<file path="src/design/pmr_map.vh">
`ifndef PMR_MAP_VH
`define PMR_MAP_VH

// ---------------------------------------------------------------
// register selects
// ---------------------------------------------------------------
`define PMR_REG_CTRL     3'h0
`define PMR_REG_STAT     3'h1
`define PMR_REG_IDH      3'h2
`define PMR_REG_IDL      3'h3
`define PMR_REG_ADV      3'h4
`define PMR_REG_LPA      3'h5
`define PMR_REG_LAST     5'h05

// ---------------------------------------------------------------
// station addresses
// ---------------------------------------------------------------
`define PMR_PORT_FIRST   5'h01
`define PMR_PORT_LAST    5'h05

// ---------------------------------------------------------------
// control word fields
// ---------------------------------------------------------------
`define PMR_CB_SRST      15
`define PMR_CB_LOOP      14
`define PMR_CB_F100      13
`define PMR_CB_ANEN      12
`define PMR_CB_PDN       11
`define PMR_CB_ISO       10
`define PMR_CB_RSTAN     9
`define PMR_CB_FFDX      8
`define PMR_CB_FMDI      4
`define PMR_CB_NOMDIX    3
`define PMR_CB_NOFEF     2
`define PMR_CB_NOTX      1
`define PMR_CB_NOLED     0
`define PMR_CTRL_WMASK   16'h7D1F
`define PMR_CTRL_RST     16'h3000

// ---------------------------------------------------------------
// status, advertisement and partner fields
// ---------------------------------------------------------------
`define PMR_STAT_CAPS    16'h7808
`define PMR_SB_ANDONE    5
`define PMR_SB_FEF       4
`define PMR_SB_LINK      2
`define PMR_ADV_WMASK    16'h05E0
`define PMR_ADV_RST      16'h05E0
`define PMR_ADV_SEL      16'h0001
`define PMR_AB_PAUSE     10
`define PMR_AB_LO        5

// ---------------------------------------------------------------
// serial management framing
// ---------------------------------------------------------------
`define PMR_MD_PRE       6'd32
`define PMR_MD_HDR_LAST  6'd13
`define PMR_MD_TA_LAST   6'd14
`define PMR_MD_D0_LAST   6'd30
`define PMR_MD_END       6'd31
`define PMR_MD_ST        2'b01
`define PMR_MD_OP_RD     2'b10
`define PMR_MD_OP_WR     2'b01

// ---------------------------------------------------------------
// spi framing
// ---------------------------------------------------------------
`define PMR_SPI_WR       8'h02
`define PMR_SPI_RD       8'h03
`define PMR_SPI_HDR_LAST 5'd15
`define PMR_SPI_DAT_1ST  5'd17
`define PMR_SPI_END      5'd23
`define PMR_SPI_SAT      5'd31

`endif

</file>
<file path="src/design/pmr_phy_mgmt_regs.v">
`timescale 1ns/1ns
// Notes on behaviour
// - station addresses 1..5 select ports 1..5
// - only register selects 0..5 exist per port
// - same registers also reachable through spi slave
// - control bit 15 soft-resets the port
// - control bit 14 selects mac-side loopback
// - bit 12 autoneg; else bits 13, 8 force
// - control bit 9 restarts autonegotiation
// - control bit 11 powers the port down
// - control bit 10 isolates the transmit pair
// - control bit 4 forces straight mdi
// - control bit 3 disables auto crossover
// - control bit 2 disables far end fault
// - bit 1 disables transmit, bit 0 leds
// - status bit 4 shows far end fault
// - status bit 5 an done, bit 2 link
// - status bits 14..11 and 3 read one
// - unsupported status bits read zero
// - registers 2, 3 hold fixed identifier
// - advert bits 10, 8..5 writable, selector 00001
// - clearing advert bit 10 withdraws pause
// - register 5 reports partner abilities
// - next page, remote fault, ack read zero
`include "pmr_map.vh"

module pmr_phy_mgmt_regs #(
  parameter [15:0] PHY_ID_HI = 16'hA5A5, // arbitrary value
  parameter [15:0] PHY_ID_LO = 16'h5A50  // arbitrary value
) (
  input  wire        I_SYS_CLK,
  input  wire        I_NRST,
  input  wire        I_MDC,
  input  wire        I_MDIO_IN,
  output reg         O_MDIO_OUT,
  output reg         O_MDIO_OE_N,
  input  wire        I_SPI_SCK,
  input  wire        I_SPI_SS_N,
  input  wire        I_SPI_MOSI,
  output wire        O_SPI_MISO,
  output reg         O_SPI_MISO_OE_N,
  input  wire [4:0]  I_LINK_UP,
  input  wire [4:0]  I_AN_DONE,
  input  wire [4:0]  I_FAR_FAULT,
  input  wire [24:0] I_LP_ABIL,
  input  wire [4:0]  I_NEG_SPEED_100,
  input  wire [4:0]  I_NEG_FULL_DPX,
  output reg  [4:0]  O_SOFT_RST,
  output reg  [4:0]  O_AN_RESTART,
  output wire [4:0]  O_LOOPBACK,
  output wire [4:0]  O_AN_ENABLE,
  output wire [4:0]  O_PWR_DOWN,
  output wire [4:0]  O_ISOLATE,
  output wire [4:0]  O_FORCE_MDI,
  output wire [4:0]  O_AUTO_MDIX_DIS,
  output wire [4:0]  O_FEF_DIS,
  output wire [4:0]  O_TX_DIS,
  output wire [4:0]  O_LED_DIS,
  output reg  [4:0]  O_SPEED_100,
  output reg  [4:0]  O_FULL_DPX,
  output wire [24:0] O_ADV_ABIL
);

  reg  [79:0] ctrl_q;
  reg  [79:0] adv_q;

  // ---------------------------------------------------------------
  // address check and read decode
  // ---------------------------------------------------------------
  function addr_ok;
    input [4:0] port;
    input [4:0] regn;
    begin
      addr_ok = (port >= `PMR_PORT_FIRST) && (port <= `PMR_PORT_LAST) &&
                (regn <= `PMR_REG_LAST);
    end
  endfunction

  function [15:0] rd_word;
    input [4:0] port;
    input [2:0] regn;
    reg   [2:0]  idx;
    reg   [15:0] ctl;
    reg   [4:0]  lp;
    begin
      idx = port[2:0] - 3'h1;
      ctl = ctrl_q[idx*16 +: 16];
      lp  = I_LP_ABIL[idx*5 +: 5];
      case (regn)
        `PMR_REG_CTRL: rd_word = ctl;
        `PMR_REG_STAT: begin
          rd_word = `PMR_STAT_CAPS;
          rd_word[`PMR_SB_ANDONE] = I_AN_DONE[idx];
          rd_word[`PMR_SB_FEF] = I_FAR_FAULT[idx] & ~ctl[`PMR_CB_NOFEF];
          rd_word[`PMR_SB_LINK] = I_LINK_UP[idx];
        end
        `PMR_REG_IDH: rd_word = PHY_ID_HI;
        `PMR_REG_IDL: rd_word = PHY_ID_LO;
        `PMR_REG_ADV: rd_word = adv_q[idx*16 +: 16] | `PMR_ADV_SEL;
        `PMR_REG_LPA: begin
          rd_word = `PMR_ADV_SEL;
          rd_word[`PMR_AB_PAUSE] = lp[4];
          rd_word[`PMR_AB_LO +: 4] = lp[3:0];
        end
        default: rd_word = 16'h0000;
      endcase
      if (!addr_ok(port, {2'b00, regn}))
        rd_word = 16'h0000;
    end
  endfunction

  // ---------------------------------------------------------------
  // serial management side
  // ---------------------------------------------------------------
  reg  [2:0]  mdc_s;
  reg  [1:0]  mdio_s;
  reg  [5:0]  md_pre;
  reg  [5:0]  md_cnt;
  reg  [15:0] md_sh;
  reg  [15:0] md_tx;
  reg         md_act;
  reg         md_rd;
  reg  [4:0]  md_port;
  reg  [4:0]  md_reg;
  reg         md_wr;
  reg  [15:0] md_wdata;

  wire        mdc_rise = mdc_s[1] & ~mdc_s[2];
  wire        md_bit   = mdio_s[1];
  wire [15:0] md_word  = {md_sh[14:0], md_bit};
  wire [13:0] md_hdr   = md_word[13:0];
  wire        md_hit   = (md_hdr[13:12] == `PMR_MD_ST) &&
                         ((md_hdr[11:10] == `PMR_MD_OP_RD) ||
                          (md_hdr[11:10] == `PMR_MD_OP_WR)) &&
                         (md_hdr[9:5] >= `PMR_PORT_FIRST) &&
                         (md_hdr[9:5] <= `PMR_PORT_LAST);

  always @(posedge I_SYS_CLK or negedge I_NRST) begin
    if (!I_NRST) begin
      mdc_s  <= 3'h0;
      mdio_s <= 2'h0;
    end else begin
      mdc_s  <= {mdc_s[1:0], I_MDC};
      mdio_s <= {mdio_s[0], I_MDIO_IN};
    end
  end

  // outputs change just after the sampled rising edge, well before the next
  always @(posedge I_SYS_CLK or negedge I_NRST) begin
    if (!I_NRST) begin
      md_pre      <= 6'd0;
      md_cnt      <= 6'd0;
      md_sh       <= 16'h0000;
      md_tx       <= 16'h0000;
      md_act      <= 1'b0;
      md_rd       <= 1'b0;
      md_port     <= 5'h00;
      md_reg      <= 5'h00;
      md_wr       <= 1'b0;
      md_wdata    <= 16'h0000;
      O_MDIO_OUT  <= 1'b1;
      O_MDIO_OE_N <= 1'b1;
    end else begin
      md_wr <= 1'b0;
      if (mdc_rise) begin
        if (md_cnt == 6'd0) begin
          // no preamble suppression: a full run of ones precedes each frame
          if (md_bit) begin
            if (md_pre != `PMR_MD_PRE)
              md_pre <= md_pre + 6'd1;
          end else begin
            if (md_pre == `PMR_MD_PRE)
              md_cnt <= 6'd1;
            md_pre <= 6'd0;
          end
          md_sh <= 16'h0000;
        end else begin
          md_sh  <= md_word;
          md_cnt <= md_cnt + 6'd1;
          if (md_cnt == `PMR_MD_HDR_LAST) begin
            md_act  <= md_hit;
            md_rd   <= (md_hdr[11:10] == `PMR_MD_OP_RD);
            md_port <= md_hdr[9:5];
            md_reg  <= md_hdr[4:0];
            // rd_word only sees three select bits, so screen the full select here
            md_tx   <= addr_ok(md_hdr[9:5], md_hdr[4:0]) ?
                       rd_word(md_hdr[9:5], md_hdr[2:0]) : 16'h0000;
          end
          if (md_act && md_rd) begin
            if (md_cnt == `PMR_MD_TA_LAST) begin
              O_MDIO_OE_N <= 1'b0;
              O_MDIO_OUT  <= 1'b0;
            end else if (md_cnt > `PMR_MD_TA_LAST && md_cnt <= `PMR_MD_D0_LAST) begin
              O_MDIO_OUT <= md_tx[15];
              md_tx      <= {md_tx[14:0], 1'b0};
            end
          end
          if (md_cnt == `PMR_MD_END) begin
            md_cnt      <= 6'd0;
            md_act      <= 1'b0;
            O_MDIO_OE_N <= 1'b1;
            O_MDIO_OUT  <= 1'b1;
            if (md_act && !md_rd && addr_ok(md_port, md_reg)) begin
              md_wr    <= 1'b1;
              md_wdata <= md_word;
            end
          end
        end
      end
    end
  end

  // ---------------------------------------------------------------
  // spi side: cmd byte, address {0,port,reg,low}, one data byte
  // ---------------------------------------------------------------
  reg  [2:0]  sck_s;
  reg  [1:0]  ss_s;
  reg  [1:0]  mosi_s;
  reg  [4:0]  sp_cnt;
  reg  [15:0] sp_sh;
  reg  [7:0]  sp_cmd;
  reg  [7:0]  sp_addr;
  reg  [7:0]  sp_tx;
  reg         sp_wr;
  reg  [15:0] sp_wdata;

  wire        sck_rise = sck_s[1] & ~sck_s[2];
  wire        sck_fall = ~sck_s[1] & sck_s[2];
  wire        ss_act   = ~ss_s[1];
  wire [15:0] sp_word  = {sp_sh[14:0], mosi_s[1]};
  wire [4:0]  sp_port  = {2'b00, sp_addr[6:4]};
  wire [15:0] sp_cur   = rd_word(sp_port, sp_addr[3:1]);
  wire [15:0] sp_rdw   = rd_word({2'b00, sp_word[6:4]}, sp_word[3:1]);

  assign O_SPI_MISO = sp_tx[7];

  always @(posedge I_SYS_CLK or negedge I_NRST) begin
    if (!I_NRST) begin
      sck_s  <= 3'h0;
      ss_s   <= 2'h3;
      mosi_s <= 2'h0;
    end else begin
      sck_s  <= {sck_s[1:0], I_SPI_SCK};
      ss_s   <= {ss_s[0], I_SPI_SS_N};
      mosi_s <= {mosi_s[0], I_SPI_MOSI};
    end
  end

  always @(posedge I_SYS_CLK or negedge I_NRST) begin
    if (!I_NRST) begin
      sp_cnt          <= 5'd0;
      sp_sh           <= 16'h0000;
      sp_cmd          <= 8'h00;
      sp_addr         <= 8'h00;
      sp_tx           <= 8'h00;
      sp_wr           <= 1'b0;
      sp_wdata        <= 16'h0000;
      O_SPI_MISO_OE_N <= 1'b1;
    end else begin
      sp_wr           <= 1'b0;
      O_SPI_MISO_OE_N <= ~ss_act;
      if (!ss_act) begin
        sp_cnt <= 5'd0;
        sp_tx  <= 8'h00;
      end else if (sck_rise) begin
        sp_sh <= sp_word;
        if (sp_cnt != `PMR_SPI_SAT)
          sp_cnt <= sp_cnt + 5'd1;
        if (sp_cnt == `PMR_SPI_HDR_LAST) begin
          sp_cmd  <= sp_word[15:8];
          sp_addr <= sp_word[7:0];
          if (sp_word[15:8] == `PMR_SPI_RD)
            sp_tx <= sp_word[0] ? sp_rdw[7:0] : sp_rdw[15:8];
        end
        if (sp_cnt == `PMR_SPI_END && sp_cmd == `PMR_SPI_WR &&
            addr_ok(sp_port, {2'b00, sp_addr[3:1]})) begin
          sp_wr    <= 1'b1;
          sp_wdata <= sp_addr[0] ? {sp_cur[15:8], sp_word[7:0]}
                                 : {sp_word[7:0], sp_cur[7:0]};
        end
      end else if (sck_fall && sp_cnt >= `PMR_SPI_DAT_1ST) begin
        sp_tx <= {sp_tx[6:0], 1'b0};
      end
    end
  end

  // ---------------------------------------------------------------
  // write merge: serial management wins a same-cycle clash
  // ---------------------------------------------------------------
  wire        wr_en   = md_wr | sp_wr;
  wire [4:0]  wr_port = md_wr ? md_port : sp_port;
  wire [2:0]  wr_reg  = md_wr ? md_reg[2:0] : sp_addr[3:1];
  wire [15:0] wr_data = md_wr ? md_wdata : sp_wdata;

  // ---------------------------------------------------------------
  // per-port register storage
  // ---------------------------------------------------------------
  genvar g;
  generate
    for (g = 0; g < 5; g = g + 1) begin : port_regs
      wire [15:0] ctl = ctrl_q[g*16 +: 16];
      wire        sel = wr_en && (wr_port == g + 1);

      always @(posedge I_SYS_CLK or negedge I_NRST) begin
        if (!I_NRST) begin
          ctrl_q[g*16 +: 16] <= `PMR_CTRL_RST;
          adv_q[g*16 +: 16]  <= `PMR_ADV_RST;
          O_SOFT_RST[g]      <= 1'b0;
          O_AN_RESTART[g]    <= 1'b0;
          O_SPEED_100[g]     <= 1'b0;
          O_FULL_DPX[g]      <= 1'b0;
        end else begin
          O_SOFT_RST[g]   <= 1'b0;
          O_AN_RESTART[g] <= 1'b0;
          if (sel && wr_reg == `PMR_REG_CTRL) begin
            if (wr_data[`PMR_CB_SRST]) begin
              ctrl_q[g*16 +: 16] <= `PMR_CTRL_RST;
              adv_q[g*16 +: 16]  <= `PMR_ADV_RST;
              O_SOFT_RST[g]      <= 1'b1;
            end else begin
              ctrl_q[g*16 +: 16] <= wr_data & `PMR_CTRL_WMASK;
              O_AN_RESTART[g]    <= wr_data[`PMR_CB_RSTAN];
            end
          end else if (sel && wr_reg == `PMR_REG_ADV) begin
            adv_q[g*16 +: 16] <= wr_data & `PMR_ADV_WMASK;
          end
          // forced values only apply while negotiation is off
          O_SPEED_100[g] <= ctl[`PMR_CB_ANEN] ? I_NEG_SPEED_100[g]
                                              : ctl[`PMR_CB_F100];
          O_FULL_DPX[g]  <= ctl[`PMR_CB_ANEN] ? I_NEG_FULL_DPX[g]
                                              : ctl[`PMR_CB_FFDX];
        end
      end

      assign O_LOOPBACK[g]      = ctl[`PMR_CB_LOOP];
      assign O_AN_ENABLE[g]     = ctl[`PMR_CB_ANEN];
      assign O_PWR_DOWN[g]      = ctl[`PMR_CB_PDN];
      assign O_ISOLATE[g]       = ctl[`PMR_CB_ISO];
      assign O_FORCE_MDI[g]     = ctl[`PMR_CB_FMDI];
      assign O_AUTO_MDIX_DIS[g] = ctl[`PMR_CB_NOMDIX];
      assign O_FEF_DIS[g]       = ctl[`PMR_CB_NOFEF];
      assign O_TX_DIS[g]        = ctl[`PMR_CB_NOTX];
      assign O_LED_DIS[g]       = ctl[`PMR_CB_NOLED];
      // order per port: pause, 100 full, 100 half, 10 full, 10 half
      assign O_ADV_ABIL[g*5 + 4]   = adv_q[g*16 + `PMR_AB_PAUSE];
      assign O_ADV_ABIL[g*5 +: 4]  = adv_q[g*16 + `PMR_AB_LO +: 4];
    end
  endgenerate

endmodule

</file>
<file path="config.mk">
export PLATFORM = sky130hd
export DESIGN_NAME = pmr_phy_mgmt_regs
export DESIGN_NICKNAME = d
export VERILOG_FILES = /design/src/design/pmr_phy_mgmt_regs.v
export VERILOG_INCLUDE_DIRS = /design/src /design/src/design
export SDC_FILE = /design/constraint.sdc
export NUM_CORES = 1
export LEC_CHECK = 0
export ABC_AREA = 1
export BUFFER_PORTS_ARGS = -buffer_cell sky130_fd_sc_hd__buf_2
export CAP_MARGIN = 20
export CORE_MARGIN = 2
export CORE_UTILIZATION = 62
export CTS_BUF_LIST = sky130_fd_sc_hd__clkbuf_4
export DETAILED_ROUTE_END_ITERATION = 8
export PLACE_DENSITY_LB_ADDON = 0.3
export SETUP_SLACK_MARGIN = 0.1
export SYNTH_ARGS = -nofsm -noshare
export SYNTH_HDL_FRONTEND = slang
export SYNTH_SLANG_ARGS = --single-unit
</file>
<file path="constraint.sdc">
create_clock -name I_SYS_CLK -period 3.3 [get_ports I_SYS_CLK]
set_clock_uncertainty 0.1 [all_clocks]
set_input_delay 0.165 -clock I_SYS_CLK [delete_from_list [all_inputs] [get_ports I_SYS_CLK]]
set_output_delay 0.165 -clock I_SYS_CLK [all_outputs]
set_load 0.05 [all_outputs]
</file>
==> impl_table.tex <==
\begin{tabular}{lr}
\hline
Metric & Value \\
\hline
\multicolumn{2}{l}{\textbf{Pwr}} \\
Sequential fraction of design power & 43.7\% \\
Tot Pwr & 7.30 mW \\
Peak supply drop & 417 uV \\
Combinational share of power & 16.7\% \\
Leak pwr & 8.04 nW \\
Pwr/cell area & 434 nW/um\^{}2 \\
Switching power share of the total & 32.6\% \\
Portion of total power attributed to the clock network & 39.6\% \\
Switching power total & 2.38 mW \\
Internal Dissipation & 4.92 mW \\
\multicolumn{2}{l}{\textbf{Cells and area}} \\
Total Nets Final & 2303 \\
Final-layout fill cell count & 1922 \\
Footprint of the multi-input gates & 7130 um\^{}2 \\
Fraction of layout cells with a size suffix above 1 & 17.3\% \\
Area occupied by registers & 6230 um\^{}2 \\
Flip-flop count of the largest register after layout & 55 \\
Layout overhead on the synthesized area & 11.9\% \\
\multicolumn{2}{l}{\textbf{Timing}} \\
Worst slew margin & 31.6\% \\
Setup tns final & 0 ns \\
Final Slew Violations & 0 \\
Slew at the pin closest to its max-slew limit & 1.02 ns \\
Fin Hold WS & 0.0231 ns \\
Final Hold Viols & 0 \\
Maximum clock frequency & 349 MHz \\
Period utilisation layout & 86.9\% \\
RSZ-0062 raised after global routing & false \\
Final setup fails & 0 \\
Final critical delay including setup and external delays & 2.87 ns \\
\multicolumn{2}{l}{\textbf{Worst setup path}} \\
CP startpoint kind & flop \\
Buffer and inverter count on the worst path & 2 \\
Slack of the worst reg-to-reg path & 0.43 ns \\
Launch point of the worst reg-to-reg path & sp\_addr[4]\$\_DFFE\_PN0P\_ \\
Worst path max stage delay & 0.58 ns \\
Depth of the most critical reg-to-reg path & 8 \\
Gate family responsible for the most delay along the worst path & compound AO/OA/AOI/OAI gates \\
Levels on crit path & 8 \\
Signal arrival time at the worst endpoint & 3.37 ns \\
Cell breakdown of the critical path & inv\_2 -> ha\_2 -> inv\_1 -> a211oi\_1 -> o21ai\_0 -> nand3\_1 -> nand2\_1 -> a21oi\_1 \\
Type of element capturing the critical path & flop \\
CP max stage cell & o21ai\_0 \\
Critical path type & reg -> reg \\
Worst reg2reg path endpoint & sp\_wdata[11]\$\_DFFE\_PN0P\_ \\
Required time worst endpoint & 3.80 ns \\
Largest fanout of any net on the critical path & 17 \\
\multicolumn{2}{l}{\textbf{Yosys}} \\
Cell area after synthesis & 15000 um\^{}2 \\
Top\_reg\_cell synth & dfrtp\_1 \\
Gate count of the mapped netlist & 2092 \\
Yosys reg bits & 247 \\
Average instance area after synthesis & 7.18 um\^{}2 \\
Top cells by area, synth & dfrtp\_1 (34\%), nand2\_1 (14\%), dfstp\_2 (7.0\%), o21ai\_0 (7.0\%), a21oi\_1 (6.1\%) \\
Post-Synthesis Net Count & 2166 \\
Most area-hungry cell type in the Yosys netlist & dfrtp\_1 \\
Asr flop ratio synth & 100\% \\
Count of flip-flops with a built-in enable after synthesis & 0 \\
Yosys warning count & 0 \\
Number of unique standard cell types used by synthesis & 49 \\
Proportion of synthesized chip area in sequential cells & 41.5\% \\
Area share of the leading cell type in the synthesized netlist & 34.5\% \\
\multicolumn{2}{l}{\textbf{CTS}} \\
Clock tree from TritonCTS & built \\
Maximum buffer depth of the clock tree & 3 \\
CTS root buf & clkbuf\_4 \\
Source-to-sink clock delay at the later pin of the worst-skew pair & 0.71 ns \\
PostCTS Resize Cnt & 0 \\
Number of sinks on the clock net & 247 \\
CTS Buf Count & 68 \\
H-tree depth & 3 \\
Clock transition time at the flip-flop clock pins of the worst setup and hold paths & 0.08 ns \\
\multicolumn{2}{l}{\textbf{GRT}} \\
Total Routing Usage GR & 44.8\% \\
Overflow left after global routing & 0 \\
Antenna violations before repair & 1 \\
Wire length of the first global-routing pass & 88100 um \\
Pin count of the biggest net entering global routing & 86 \\
Number of global-route vias before repair & 15300 \\
\multicolumn{2}{l}{\textbf{Routing}} \\
Violation count after the first detailed-route iteration & 2367 \\
Wire length reported by the detailed router & 57000 um \\
Vias & 15900 \\
Number of design rule violations left after detail routing & 0 \\
Post-DR vias/cell & 6.14 \\
Average wire length per cell after detail routing & 21.9 um \\
Length of the first detailed-routing pass in iterations & 6 \\
Number of nets with antenna violations after routing & 0 \\
\multicolumn{2}{l}{\textbf{Min path}} \\
Class of the most critical hold timing path & in -> reg \\
Worst hold stages & 7 \\
End of the worst hold path & sp\_wdata[10]\$\_DFFE\_PN0P\_ \\
Worst min-delay path startpoint & I\_LP\_ABIL[19] \\
\multicolumn{2}{l}{\textbf{Die}} \\
I/O pins & 151 \\
Die height & 160 um \\
Die ar. & 25500 um\^{}2 \\
Rows & 56 \\
Width of the chip & 160 um \\
Area of the placeable core & 23600 um\^{}2 \\
Starting Density & 63.6\% \\
\multicolumn{2}{l}{\textbf{Place}} \\
Number of buffer cells added on primary ports & 150 \\
Final estimated routing congestion in global placement & 1.09 \\
Detailed placement HPWL & 40400 um \\
\multicolumn{2}{l}{\textbf{Run}} \\
Max-cap violations & 0 \\
\multicolumn{2}{l}{\textbf{Status}} \\
Status & finished, final reports clean \\
\hline
\end{tabular}
[worst max path at each step]
stage,start,to,slack (ns)
after floorplan,md_sh[4]$_DFFE_PN0P_,md_tx[4]$_DFFE_PN0P_,0.95
after global routing,md_cnt[1]$_DFFE_PN0P_,md_wdata[15]$_DFFE_PN0P_,0.27
after global placement,sp_addr[4]$_DFFE_PN0P_,sp_wdata[11]$_DFFE_PN0P_,0.56
after detailed placement,md_cnt[0]$_DFFE_PN0P_,md_wdata[0]$_DFFE_PN0P_,0.62
final,sp_addr[4]$_DFFE_PN0P_,sp_wdata[11]$_DFFE_PN0P_,0.43
after CTS,md_cnt[0]$_DFFE_PN0P_,md_wdata[0]$_DFFE_PN0P_,0.57
[tightest hold or removal path, cell delays in order]
cell and delay [ns]:
buf_2 0.12, o21ai_0 0.08, nand3_1 0.09, a21oi_1 0.07, nand3_1 0.09, nand2_1 0.05, a21oi_1 0.12
[cells in the final DEF, fill, tap and decap left out, drive strengths merged, types with 7 or more instances in the layout]
master | netlist | routed
o31ai | 7 | 7
clkinv | 1 | 20
nor2 | 156 | 156
inv | 217 | 219
mux2 | 8 | 8
nand2 | 594 | 594
nor3 | 11 | 11
o21ai | 275 | 275
a21oi | 182 | 182
nand3 | 129 | 129
ha | 17 | 17
buf | 112 | 185
clkbuf | 35 | 94
dlygate4sd3 | 0 | 29
dfstp | 40 | 40
o22ai | 24 | 24
o211ai | 28 | 28
dfrtp | 207 | 207
nand4 | 12 | 12
[Yosys cell counts, types with 7 or more instances]
cell / instances
o21ai_1: 59
nand2_4: 9
o22ai_1: 24
nor2_2: 10
buf_4: 49
inv_1: 208
o21ai_0: 210
clkbuf_1: 35
o211ai_1: 28
o31ai_1: 7
dfstp_2: 40
nand4_1: 12
inv_2: 9
nand2_2: 7
nor2_1: 141
mux2_2: 8
nand2_1: 578
buf_2: 55
dfrtp_1: 207
ha_1: 17
nand3_1: 128
a21oi_1: 182
nor3_1: 11
[what timing repair did]
action,4_1_cts,5_1_grt
endpoints found under the hold margin,234,0
buffers inserted,0,0
hold buffers,30,0
[final cells by class]
type	instances	share of cell area, %
Antenna cell	1	0.0149
Clock buffer	94	4.20
Clock inverter	24	0.968
Inverter	218	4.87
Multi-Input combinational cell	1480	42.4
Sequential cell	247	37.1
Tap cell	319	2.37
Timing Repair Buffer	214	8.08
[power by group through the flow]
| stage | clock [mW] | combinational [mW] | sequential (mW) |
|---|---|---|---|
| 3_5_place_dp | 0 | 1.12 | 3.23 |
| 6_report | 2.89 | 1.22 | 3.19 |
| 3_3_place_gp | 0 | 1.11 | 3.23 |
| 4_1_cts | 2.89 | 1.16 | 3.18 |
| 5_1_grt | 3.05 | 1.31 | 3.19 |
| 2_1_floorplan | 0 | 0.705 | 3.20 |
[routing by layer]
| layer | global-route usage (%) | part of all wire (%) | up-vias |
|---|---|---|---|
| li1 | - | - | 7127 |
| met5 | 0 | 0 | - |
| met3 | 12.8 | 12 | 267 |
| met1 | 57.5 | 37 | 7463 |
| met2 | 68.6 | 44 | 1082 |
| met4 | 24.6 | 6.1 | 0 |
[cells by family after synthesis]
kind of cell    synth area share (%)
compound gates                  19.4
xor+xnor                       0.350
fa+ha+maj                       1.42
buf+inv                         11.1
flops                           41.5
mux                            0.816
simple gates                    25.4
[stage by stage]
step                cells  area (um^2)  setup WS, ns  utilization, %
floorplan            2092        15000         0.952               -
global placement     2448        15600         0.564            66.2
detailed placement   2448        15600         0.623            66.2
CTS                  2596        16800         0.573            71.2
global route         2597        16800         0.269            71.2
finish               2597        16800         0.432            71.2
Power figures use the tool's default switching activity.
